File: src/frtc_pkg.sv
package frtc_pkg;

	// ---------------------------------------------------------------
	// Register map (byte addresses, one word each)
	// ---------------------------------------------------------------
	localparam logic [7:0] ADDR_COUNT_HIGH = 8'h00;
	localparam logic [7:0] ADDR_COUNT_LOW  = 8'h04;
	localparam logic [7:0] ADDR_ALT_HIGH   = 8'h08;
	localparam logic [7:0] ADDR_ALT_LOW    = 8'h0c;
	localparam logic [7:0] ADDR_STATUS     = 8'h10;
	localparam logic [7:0] ADDR_CTRL_ONE   = 8'h14;
	localparam logic [7:0] ADDR_CTRL_TWO   = 8'h18;
	localparam logic [7:0] ADDR_IRQ_MASK   = 8'h1c;
	localparam logic [7:0] ADDR_POWER      = 8'h20;

	// ---------------------------------------------------------------
	// Field positions and reset values
	// ---------------------------------------------------------------
	localparam int         OVF_BIT         = 7;
	localparam int         OVF_IE_BIT      = 5;
	localparam logic [1:0] CS_DIV4         = 2'h0;
	localparam logic [1:0] CS_DIV2         = 2'h1;
	localparam logic [1:0] CS_DIV8         = 2'h2;
	localparam logic [1:0] CS_EXT          = 2'h3;
	localparam logic [15:0] COUNT_RESET    = 16'hfffc;
	localparam logic [15:0] COUNT_TOP      = 16'hffff;
	localparam logic [7:0] CTRL_TWO_RESET  = 8'h00;
	localparam logic [7:0] MASK_RESET      = 8'h00;
	localparam logic [2:0] PRESC_MAX       = 3'h7;

	typedef struct packed {
		logic       wr;
		logic       rd;
		logic [7:0] addr;
		logic [7:0] wdata;
	} frtc_acc_t;

	typedef struct packed {
		logic       tick;
		logic       ovf;
		logic [15:0] count;
	} frtc_cnt_t;

endpackage

File: src/frtc_counter.sv
module frtc_counter
	import frtc_pkg::*;
(
	// Clock and reset
	input  wire logic       core_clk,
	input  wire logic       rst_n,
	// Control
	input  wire logic       tick,
	input  wire logic       reload,
	// Count out
	output frtc_cnt_t       cnt
);

	typedef struct packed {
		logic [15:0] count;
	} frtc_cnt_st_t;

	frtc_cnt_st_t st_r;
	frtc_cnt_st_t st_nxt;

	// ---------------------------------------------------------------
	// Free-running up-counter
	// ---------------------------------------------------------------
	always_comb begin
		st_nxt = st_r;
		if (reload) begin
			st_nxt.count = COUNT_RESET;
		end else if (tick) begin
			st_nxt.count = st_r.count + 16'h0001;
		end
		cnt.count = st_r.count;
		cnt.tick  = tick;
		cnt.ovf   = tick && !reload && (st_r.count == COUNT_TOP);
	end

	always_ff @(posedge core_clk or negedge rst_n) begin
		if (!rst_n) begin
			st_r.count <= COUNT_RESET;
		end else begin
			st_r <= st_nxt;
		end
	end

endmodule // frtc_counter

File: src/frtc_prescaler.sv
module frtc_prescaler
	import frtc_pkg::*;
(
	// Clock and reset
	input  wire logic       core_clk,
	input  wire logic       rst_n,
	// Control
	input  wire logic [1:0] clock_select_field,
	input  wire logic       run,
	input  wire logic       ext_tick,
	// Tick out
	output logic            tick
);

	typedef struct packed {
		logic [2:0] div;
	} frtc_presc_st_t;

	frtc_presc_st_t st_r;
	frtc_presc_st_t st_nxt;

	// ---------------------------------------------------------------
	// Divider
	// ---------------------------------------------------------------
	// The divider holds while halted so counting resumes in phase.
	always_comb begin
		st_nxt = st_r;
		if (run) begin
			st_nxt.div = st_r.div + 3'h1;
		end
		unique case (clock_select_field)
			CS_DIV2: tick = run && st_r.div[0];
			CS_DIV4: tick = run && (st_r.div[1:0] == 2'h3);
			CS_DIV8: tick = run && (st_r.div == PRESC_MAX);
			CS_EXT:  tick = run && ext_tick;
		endcase
	end

	always_ff @(posedge core_clk or negedge rst_n) begin
		if (!rst_n) begin
			st_r <= '0;
		end else begin
			st_r <= st_nxt;
		end
	end

endmodule // frtc_prescaler

File: src/frtc_timer.sv
// Functional notes
// - Sixteen-bit up-counter advancing once per prescaled timer tick.
// - Two-bit clock select: divide by 2, 4, 8 or external tick.
// - Two identical count views, high bytes read-only; alternate low read keeps overflow flag.
// - Writing either low byte reloads the counter with fffc.
// - Reset starts the counter at fffc, its only load value.
// - High byte read first latches the matching low byte.
// - Latched low byte holds until the sequence ends, despite repeated high reads.
// - Outside a sequence, low byte reads return the live low byte.
// - Rollover from ffff to 0000 sets the overflow flag.
// - Overflow interrupt requested if enabled and global mask clear, else pending; irq_status bits set in irq_mask also raise timer_irq.
// - Overflow flag clears after status read then normal low byte access.
// - Counting continues normally in wait mode.
// - Halt stops counting; wake by interrupt resumes, reset restarts.
module frtc_timer
	import frtc_pkg::*;
(
	// Clock and reset
	input  wire logic        core_clk,
	input  wire logic        rst_n,
	// APB slave
	input  wire logic        psel,
	input  wire logic        penable,
	input  wire logic        pwrite,
	input  wire logic [7:0]  paddr,
	input  wire logic [31:0] pwdata,
	output logic [31:0]      prdata,
	output logic             pready,
	output logic             pslverr,
	// CPU side
	input  wire logic        cpu_int_mask,
	input  wire logic        cpu_wait,
	input  wire logic        cpu_halt,
	input  wire logic        ext_tick,
	// Interrupt
	output logic             timer_irq
);

	typedef struct packed {
		logic [7:0]  low_latch;
		logic        seq_open;
		logic        ovf_armed;
		logic        overflow_flag;
		logic        overflow_interrupt_enable;
		logic [7:0]  timer_control_two;
		logic [1:0]  irq_status;
		logic [1:0]  irq_mask;
		logic [31:0] rdata;
	} frtc_st_t;

	frtc_st_t   st_r;
	frtc_st_t   st_nxt;
	frtc_acc_t  acc;
	frtc_cnt_t  cnt;
	logic       tick;
	logic       run;
	logic       reload;
	logic       mapped;

	function automatic logic hit(input frtc_acc_t a, input logic [7:0] ad);
		hit = (a.rd || a.wr) && (a.addr == ad);
	endfunction

	// ---------------------------------------------------------------
	// Bus decode
	// ---------------------------------------------------------------
	// Every access completes in its first access cycle; no wait states.
	// Reads are decoded in the setup cycle so that their registered data stand
	// through the access cycle. The access cycle always follows the setup cycle,
	// so read side effects taken here are never abandoned.
	always_comb begin
		acc.wr    = psel && penable && pwrite;
		acc.rd    = psel && !penable && !pwrite;
		acc.addr  = paddr;
		acc.wdata = pwdata[7:0];
		unique case (paddr)
			ADDR_COUNT_HIGH, ADDR_COUNT_LOW, ADDR_ALT_HIGH, ADDR_ALT_LOW,
			ADDR_STATUS, ADDR_CTRL_ONE, ADDR_CTRL_TWO, ADDR_IRQ_MASK,
			ADDR_POWER: mapped = 1'b1;
			default:    mapped = 1'b0;
		endcase
	end

	assign pready  = 1'b1;
	assign pslverr = psel && penable && !mapped;
	assign prdata  = st_r.rdata;

	// Wait mode does not gate the timer; only halt freezes it.
	assign run    = !cpu_halt || cpu_wait && 1'b0;
	assign reload = acc.wr && (hit(acc, ADDR_COUNT_LOW) || hit(acc, ADDR_ALT_LOW));

	// ---------------------------------------------------------------
	// Sub-blocks
	// ---------------------------------------------------------------
	frtc_prescaler u_presc (
		.core_clk           (core_clk),
		.rst_n              (rst_n),
		.clock_select_field (st_r.timer_control_two[1:0]),
		.run                (run),
		.ext_tick           (ext_tick),
		.tick               (tick)
	);

	frtc_counter u_count (
		.core_clk (core_clk),
		.rst_n    (rst_n),
		.tick     (tick),
		.reload   (reload),
		.cnt      (cnt)
	);

	// ---------------------------------------------------------------
	// Register file and read sequence
	// ---------------------------------------------------------------
	always_comb begin
		st_nxt = st_r;
		st_nxt.rdata = 32'h0000_0000;

		if (acc.rd) begin
			unique case (acc.addr)
				ADDR_COUNT_HIGH, ADDR_ALT_HIGH: begin
					st_nxt.rdata[7:0] = cnt.count[15:8];
					if (!st_r.seq_open) begin
						st_nxt.low_latch = cnt.count[7:0];
						st_nxt.seq_open  = 1'b1;
					end
				end
				ADDR_COUNT_LOW, ADDR_ALT_LOW: begin
					if (st_r.seq_open) begin
						st_nxt.rdata[7:0] = st_r.low_latch;
						st_nxt.seq_open   = 1'b0;
					end else begin
						st_nxt.rdata[7:0] = cnt.count[7:0];
					end
				end
				ADDR_STATUS: begin
					st_nxt.rdata[OVF_BIT] = st_r.overflow_flag;
					if (st_r.overflow_flag) begin
						st_nxt.ovf_armed = 1'b1;
					end
				end
				ADDR_CTRL_ONE: begin
					st_nxt.rdata[OVF_IE_BIT] = st_r.overflow_interrupt_enable;
				end
				ADDR_CTRL_TWO: st_nxt.rdata[7:0] = st_r.timer_control_two;
				ADDR_IRQ_MASK: st_nxt.rdata[1:0] = st_r.irq_mask;
				ADDR_POWER:    st_nxt.rdata[1:0] = st_r.irq_status;
				default:       st_nxt.rdata = 32'h0000_0000;
			endcase
		end

		if (acc.wr) begin
			unique case (acc.addr)
				ADDR_CTRL_ONE: begin
					st_nxt.overflow_interrupt_enable = acc.wdata[OVF_IE_BIT];
				end
				ADDR_CTRL_TWO: st_nxt.timer_control_two = acc.wdata;
				ADDR_IRQ_MASK: st_nxt.irq_mask = acc.wdata[1:0];
				ADDR_POWER:    st_nxt.irq_status = st_r.irq_status & ~acc.wdata[1:0];
				default:       st_nxt.irq_mask = st_nxt.irq_mask;
			endcase
		end

		// Only the normal low byte completes the clear; the alternate one never does.
		if (st_r.ovf_armed && hit(acc, ADDR_COUNT_LOW)) begin
			st_nxt.overflow_flag = 1'b0;
			st_nxt.ovf_armed     = 1'b0;
		end

		// A rollover in the clearing cycle keeps the flag set.
		if (cnt.ovf) begin
			st_nxt.overflow_flag = 1'b1;
			st_nxt.irq_status[0] = 1'b1;
		end
		if (reload) begin
			st_nxt.irq_status[1] = 1'b1;
		end
	end

	always_ff @(posedge core_clk or negedge rst_n) begin
		if (!rst_n) begin
			st_r.low_latch                 <= 8'h00;
			st_r.seq_open                  <= 1'b0;
			st_r.ovf_armed                 <= 1'b0;
			st_r.overflow_flag             <= 1'b0;
			st_r.overflow_interrupt_enable <= 1'b0;
			st_r.timer_control_two         <= CTRL_TWO_RESET;
			st_r.irq_status                <= 2'h0;
			st_r.irq_mask                  <= 2'h0;
			st_r.rdata                     <= 32'h0000_0000;
		end else begin
			st_r <= st_nxt;
		end
	end

	// ---------------------------------------------------------------
	// Interrupt
	// ---------------------------------------------------------------
	// The request stays pending in the flag until enable and mask allow it.
	always_comb begin
		timer_irq = (st_r.overflow_flag && st_r.overflow_interrupt_enable
			&& !cpu_int_mask)
			|| (|(st_r.irq_status & st_r.irq_mask));
	end

endmodule // frtc_timer

File: config.mk
export PLATFORM = sky130hd
export DESIGN_NAME = frtc_timer
export DESIGN_NICKNAME = d
export VERILOG_FILES = /design/src/frtc_pkg.sv /design/src/frtc_counter.sv /design/src/frtc_prescaler.sv /design/src/frtc_timer.sv
export SDC_FILE = /design/constraint.sdc
export NUM_CORES = 1
export LEC_CHECK = 0
export BUFFER_PORTS_ARGS = -buffer_cell sky130_fd_sc_hd__clkbuf_2
export CORE_UTILIZATION = 45
export CTS_CLUSTER_DIAMETER = 80
export DETAILED_ROUTE_END_ITERATION = 10
export PLACE_DENSITY = 0.69
export SLEW_MARGIN = 30
export SYNTH_ARGS = -nofsm -noshare
export SYNTH_HDL_FRONTEND = slang
export SYNTH_SLANG_ARGS = --single-unit
File: constraint.sdc
create_clock -name core_clk -period 2.7 [get_ports core_clk]
set_input_delay 0.135 -clock core_clk [delete_from_list [all_inputs] [get_ports core_clk]]
set_output_delay 0.135 -clock core_clk [all_outputs]
set_load 0.005 [all_outputs]
; Word level (Yosys, flattened, before mapping)
; Cells that the tools add are included.
[op_classes]
addsub = 2
n_eq_ne = 14
mux = 22
n_bitwise = 4
n_reduce_logical = 50
[ops]
columns = operator, count
row1 = $eq 8x5->1 const B, 4
row2 = $mux 16, 2
row3 = $reduce_bool 2->1, 10
row4 = $logic_and 1x1->1, 17
row5 = $add 16x1->16 const B, 1
row6 = $eq 16x16->1 const B, 1
row7 = $eq 8x4->1 const B, 2
row8 = $mux 8, 2
row9 = $pmux 1 s4, 3
row10 = $reduce_and 2->1, 6
row11 = $pmux 2 s5, 1
row12 = $pmux 3 s3, 1
row13 = $reduce_or 9->1, 1
row14 = $eq 8x3->1 const B, 1
row15 = $eq 8x6->1 const B, 1
row16 = $logic_not 8->1, 1
row17 = $mux 1, 7
row18 = $eq 2x2->1 const B, 3
row19 = $logic_not 1->1, 6
row20 = $mux 2, 3
row21 = $reduce_and 3->1, 2
row22 = $reduce_or 2->1, 3
row23 = $and 2x2->2, 2
row24 = $mux 4, 1
row25 = other kinds (9), 11
[word_totals]
reg_bits = 75
input_bits = 49
out_inout_bits = 35
word_cells = 104

; Depth between registers and ports, before layout
[logic_depth]
depth_word = 12
mapped_depth = 7

; Hierarchy
; From an unflattened synthesis, not the netlist that was laid out.
[unflattened]
hier_cells = 279
area_unflattened_um2 = 3027.9
[modules_own_cells]
columns = module, n_inst, cells_per_inst, area_per_inst_um2, seq_area_each_um2
row1 = frtc_timer, 1, 187, 1983.2, 800.8
row2 = frtc_counter, 1, 82, 884.6, 417.9
row3 = frtc_prescaler, 1, 10, 160.2, 75.1

; Least setup slack after synthesis
; OpenSTA, ideal clock, no wires.
[synth_timing]
path_type = register to register
startpoint = register u_presc.st_r[0] in the netlist's numbering
endpoint = register u_count.st_r[10] in the netlist's numbering
arrival_ps = 1792
path_slack_ps = 823
path_stages_with_launch = 8
path_buffers = 1
period_less_slack_ps = 1877
cell_sequence = dfrtp_1 ha_1 ha_1 mux4_2 buf_2 nand4_1 xnor2_1 or2_2
[synth_via]
elab_chain_cells = 4
word_cells_on_any_way = 7
[synth_rtl]
columns = element, line
row1 = start: declaration, frtc_prescaler.sv:19  ; frtc_presc_st_t st_r;
row2 = start signal: assignment, frtc_prescaler.sv:43  ; st_r <= st_nxt;
row3 = $eq 3x3->1 or $eq 2x2->1 (tied branches), "frtc_prescaler.sv:34, frtc_prescaler.sv:33"
row4 = $logic_and 1x1->1 (on tied branches), "frtc_prescaler.sv:34, frtc_prescaler.sv:33"
row5 = $pmux 1 s4 *, frtc_prescaler.sv:31  ; unique case (clock_select_field)
row6 = $reduce_bool 2->1 (no line) *, n/a
row7 = end signal: assignment, frtc_counter.sv:40  ; st_r <= st_nxt;
row8 = end: declaration, frtc_counter.sv:18  ; frtc_cnt_st_t st_r;
; Mark *: on every way between the ends. The rest lies on a longest branch, timed or not.
; A chain may end at the register's enable or synchronous reset.

; Final worst setup path
[layout_timing]
startpoint = register u_presc.st_r[0] in the netlist's numbering
endpoint = register st_r[34] in the netlist's numbering
[layout_via]
elab_chain_cells = 7
word_cells_on_any_way = 12
[layout_rtl]
columns = element, line
row1 = $eq 3x3->1 or $eq 2x2->1 (tied branches), "frtc_prescaler.sv:34, frtc_prescaler.sv:33"
row2 = $logic_and 1x1->1 (on tied branches), "frtc_prescaler.sv:34, frtc_prescaler.sv:33"
row3 = $pmux 1 s4 *, frtc_prescaler.sv:31
row4 = $logic_and 1x1->1 * (2 in a row), frtc_counter.sv:33  ; cnt.ovf = tick && !reload && (st_r.count == COUNT_TOP);
row5 = $reduce_bool 2->1 (no line), n/a
row6 = $reduce_and 2->1 (no line), n/a
row7 = end signal: assignment, frtc_timer.sv:192  ; st_r <= st_nxt;
row8 = end: declaration, frtc_timer.sv:51  ; frtc_st_t st_r;
; Marks and branches as above.

==> flow_metrics.env <==
export IMPL_synth_area_um2=2910
export IMPL_ff2ff_path_depth=6
export IMPL_min_period_ps=2050
export IMPL_outcome="completed"
export IMPL_avgSynthCellArea_um2=10.2
export IMPL_slowest_delay_ps=590
export IMPL_nets=360
export IMPL_hp_start="pwdata[7]"
export IMPL_synth_top_cell_area_share=0.318
export IMPL_critPathKind="flop to flop"
export IMPL_antenna_cells=0
export IMPL_die_h_um=82.4
export IMPL_area_growth_pct=7.27
export IMPL_cts_sinks=51
export IMPL_drt_met1_wl_mm=2.69
export IMPL_drc=0
export IMPL_path_max_fanout=12
export IMPL_routedWlPerCell_um=15.4
export IMPL_rr_startpoint="u_presc.st_r[0]"
export IMPL_crit_required_ps=2930
export IMPL_dr_pass1_iters=4
export IMPL_worstPathArrival_ps=2280
export IMPL_design_area_um2=3120
export IMPL_clockBufferDepth=2
export IMPL_synth_edf_count=0
export IMPL_grt_pass1_wl_mm=9.69
export IMPL_startpoint="u_presc.st_r[0]"
export IMPL_max_freq_mhz=487
export IMPL_rsz0062_at_grt="false"
export IMPL_maxSlewHeadroom=0.479
export IMPL_htree_levels=2
export IMPL_setup_viol=0
export IMPL_gp_congestion=0.865
export IMPL_hold_violations=0
export IMPL_die_x_um=82.4
export IMPL_worst_pin_slew_ps=775
export IMPL_overflow=0
export IMPL_rrSetupSlack_ps=650
export IMPL_fin_skew_ps=5.77
export IMPL_finalWirelength_mm=5.91
export IMPL_grt_max_degree=31
export IMPL_start_util=0.480
export IMPL_setup_tns_ps=0
export IMPL_synth_cell_types=51
export IMPL_placed_area_um2=2990
export IMPL_setup_worst_path_start_class="flop"
export IMPL_peakVddDrop_mv=0.264
export IMPL_endpoint_kind="flop"
export IMPL_drive_gt1_frac=0.282
export IMPL_dr_wl_met2_mm=2.85
export IMPL_synthTopCellsByCount="dfrtp_1, buf_4, nand2_1"
export IMPL_cts_tree="yes"
export IMPL_yosysTopAreaCell="dfrtp_1"
export IMPL_die_area_um2=6790
export IMPL_post_route_period_util=0.760
export IMPL_hold_ws_ps=62.9
export IMPL_power_leakage_nw=1.47
export IMPL_multi_input_area_um2=1400
export IMPL_first_iter_violations=108
export IMPL_fp_coreArea_um2=6060
export IMPL_grt_pass1_vias=2041
export IMPL_cp_cell_sequence="ha_1, ha_1, mux4_2, nand2_1, or4_1, o21ai_1"
export IMPL_yosysMostFrequentCell="dfrtp_1"
export IMPL_slowest_stage="or4_1"
export IMPL_synth_warnings=0
export IMPL_cp_common_cell="ha_1"
export IMPL_portBuffers=33
export IMPL_seq_area_frac_synth=0.445
export IMPL_post_dp_hpwl_mm=4.37
export IMPL_fillers=578
export IMPL_io_pins=84
export IMPL_synth_seq_cells=51
export IMPL_worstReg2RegEnd="st_r[34]"
export IMPL_netlist_instances=284
export IMPL_num_rows=28
export IMPL_clock_latency_ps=300
export IMPL_post_cts_buffers=0
export IMPL_report_final_slew_viol_count=0
export IMPL_wl_met3_um=298
export IMPL_worstHoldPathCells=2
export IMPL_preCtsSetupSlack_ps=658
export IMPL_grt_antenna_before_repair=0
export IMPL_synthFlopType="dfrtp_1"
export IMPL_regArea_um2=1290
export IMPL_cts_resized=0
export IMPL_via_count=2132
export IMPL_ant_nets=0
export IMPL_ys_top_cells_by_area="dfrtp_1, dfstp_2, buf_4"
export IMPL_clk_pin_slew_ps=90
export IMPL_fin_ws_ps=649
export IMPL_hold_path_class="primary input to flop"
export IMPL_grt_usage=0.193
export IMPL_fin_util=0.515
export IMPL_via_per_inst=5.55
export IMPL_numCtsBuffers=5
export IMPL_p_per_area_nw_per_um2=583
export IMPL_clockRootBuffer="clkbuf_8"
export IMPL_min_to="st_r[43]"
export IMPL_synthArstFlopShare=1.00
export IMPL_maxCapViolCount=0
export IMPL_top_layer_used="met4"
-- worst max path at each step --
stage                                   to  slack (ps)  depth (start not counted)
final                             st_r[34]         650                          6
after global routing              st_r[34]         520                          6
after CTS                         st_r[34]         640                          6
after detailed placement          st_r[34]         660                          6
after global placement            st_r[34]         680                          6
after floorplan           u_count.st_r[10]         820                          7
-- metrics by stage --
| stage | std cells | power [mW] |
|---|---|---|
| floorplan | 307 | 1.20 |
| global placement | 375 | 1.27 |
| detailed placement | 375 | 1.28 |
| CTS | 384 | 1.83 |
| global route | 384 | 1.94 |
| finish | 384 | 1.82 |
-- worst max-delay path: cells and delay by family, from the launching register on --
| family | cells | cell delay, ps |
|---|---|---|
| adder cells (fa/ha/maj) | 2 | 330 |
| AND/OR/NAND/NOR | 2 | 770 |
| multiplexers | 1 | 380 |
| flip-flops | 1 | 400 |
| AO/OA/AOI/OAI | 1 | 110 |
-- flip-flops by register name (all words and copies together) (netlist names) --
| register | count |
|---|---|
| prdata | 8 |
| u_presc.st_r | 3 |
| st_r | 24 |
| u_count.st_r | 16 |
-- power breakdown --
group	switching (mW)	internal, mW
logic	0.171	0.144
registers	0.0907	0.860
clock network	0.252	0.300
total	0.513	1.30
-- metal layers --
layer | vias to the layer above | global-route usage
met1 | 1042 | 0.250
met5 | - | 0
met3 | 6 | 0.0484
met2 | 76 | 0.323
li1 | 1008 | -
met4 | 0 | 0.0474
-- layout make-up --
| type | instances | share of cell area |
|---|---|---|
| repair buffers | 38 | 0.0658 |
| clock inverters | 2 | 0.0112 |
| inverters | 3 | 0.00361 |
| clock buffers | 6 | 0.0265 |
| flip-flops and latches | 51 | 0.415 |
| multi-input cells | 209 | 0.448 |
| well taps | 75 | 0.0301 |
-- layout by cell type (no fill, tap or decap), drive strengths merged, types with 2 or more instances in the layout --
master and n:
dfstp 14, and3 6, o21ai 6, or3b 2
o31ai 3, a311o 2, a22oi 5, a211oi 2
or4 5, nand2 26, xor2 8, nor2 17
dfrtp 37, a21o 2, nand3 13, inv 3
conb 25, a21oi 9, nand4 6, nor4 4
ha 3, clkbuf 39, mux2i 11, xnor2 3
or3 3, and2 3, mux2 21, nor3 8
buf 4, and4 3
-- cells by family after synthesis --
group	Yosys count	share of synthesized area
buffers and inverters	47	0.104
XOR/XNOR	11	0.0331
multiplexers	33	0.127
AND/OR/NAND/NOR	103	0.197
AO/OA/AOI/OAI	34	0.0791
other	2	0.00258
adder cells (fa/ha/maj)	3	0.0129
flip-flops	51	0.445
-- timing repair --
action	in CTS	in global routing
endpoints found under the hold margin	16	0
hold buffers	1	0
setup endpoints to repair	0	0
Note: power is estimated with default switching activity, not from simulation.
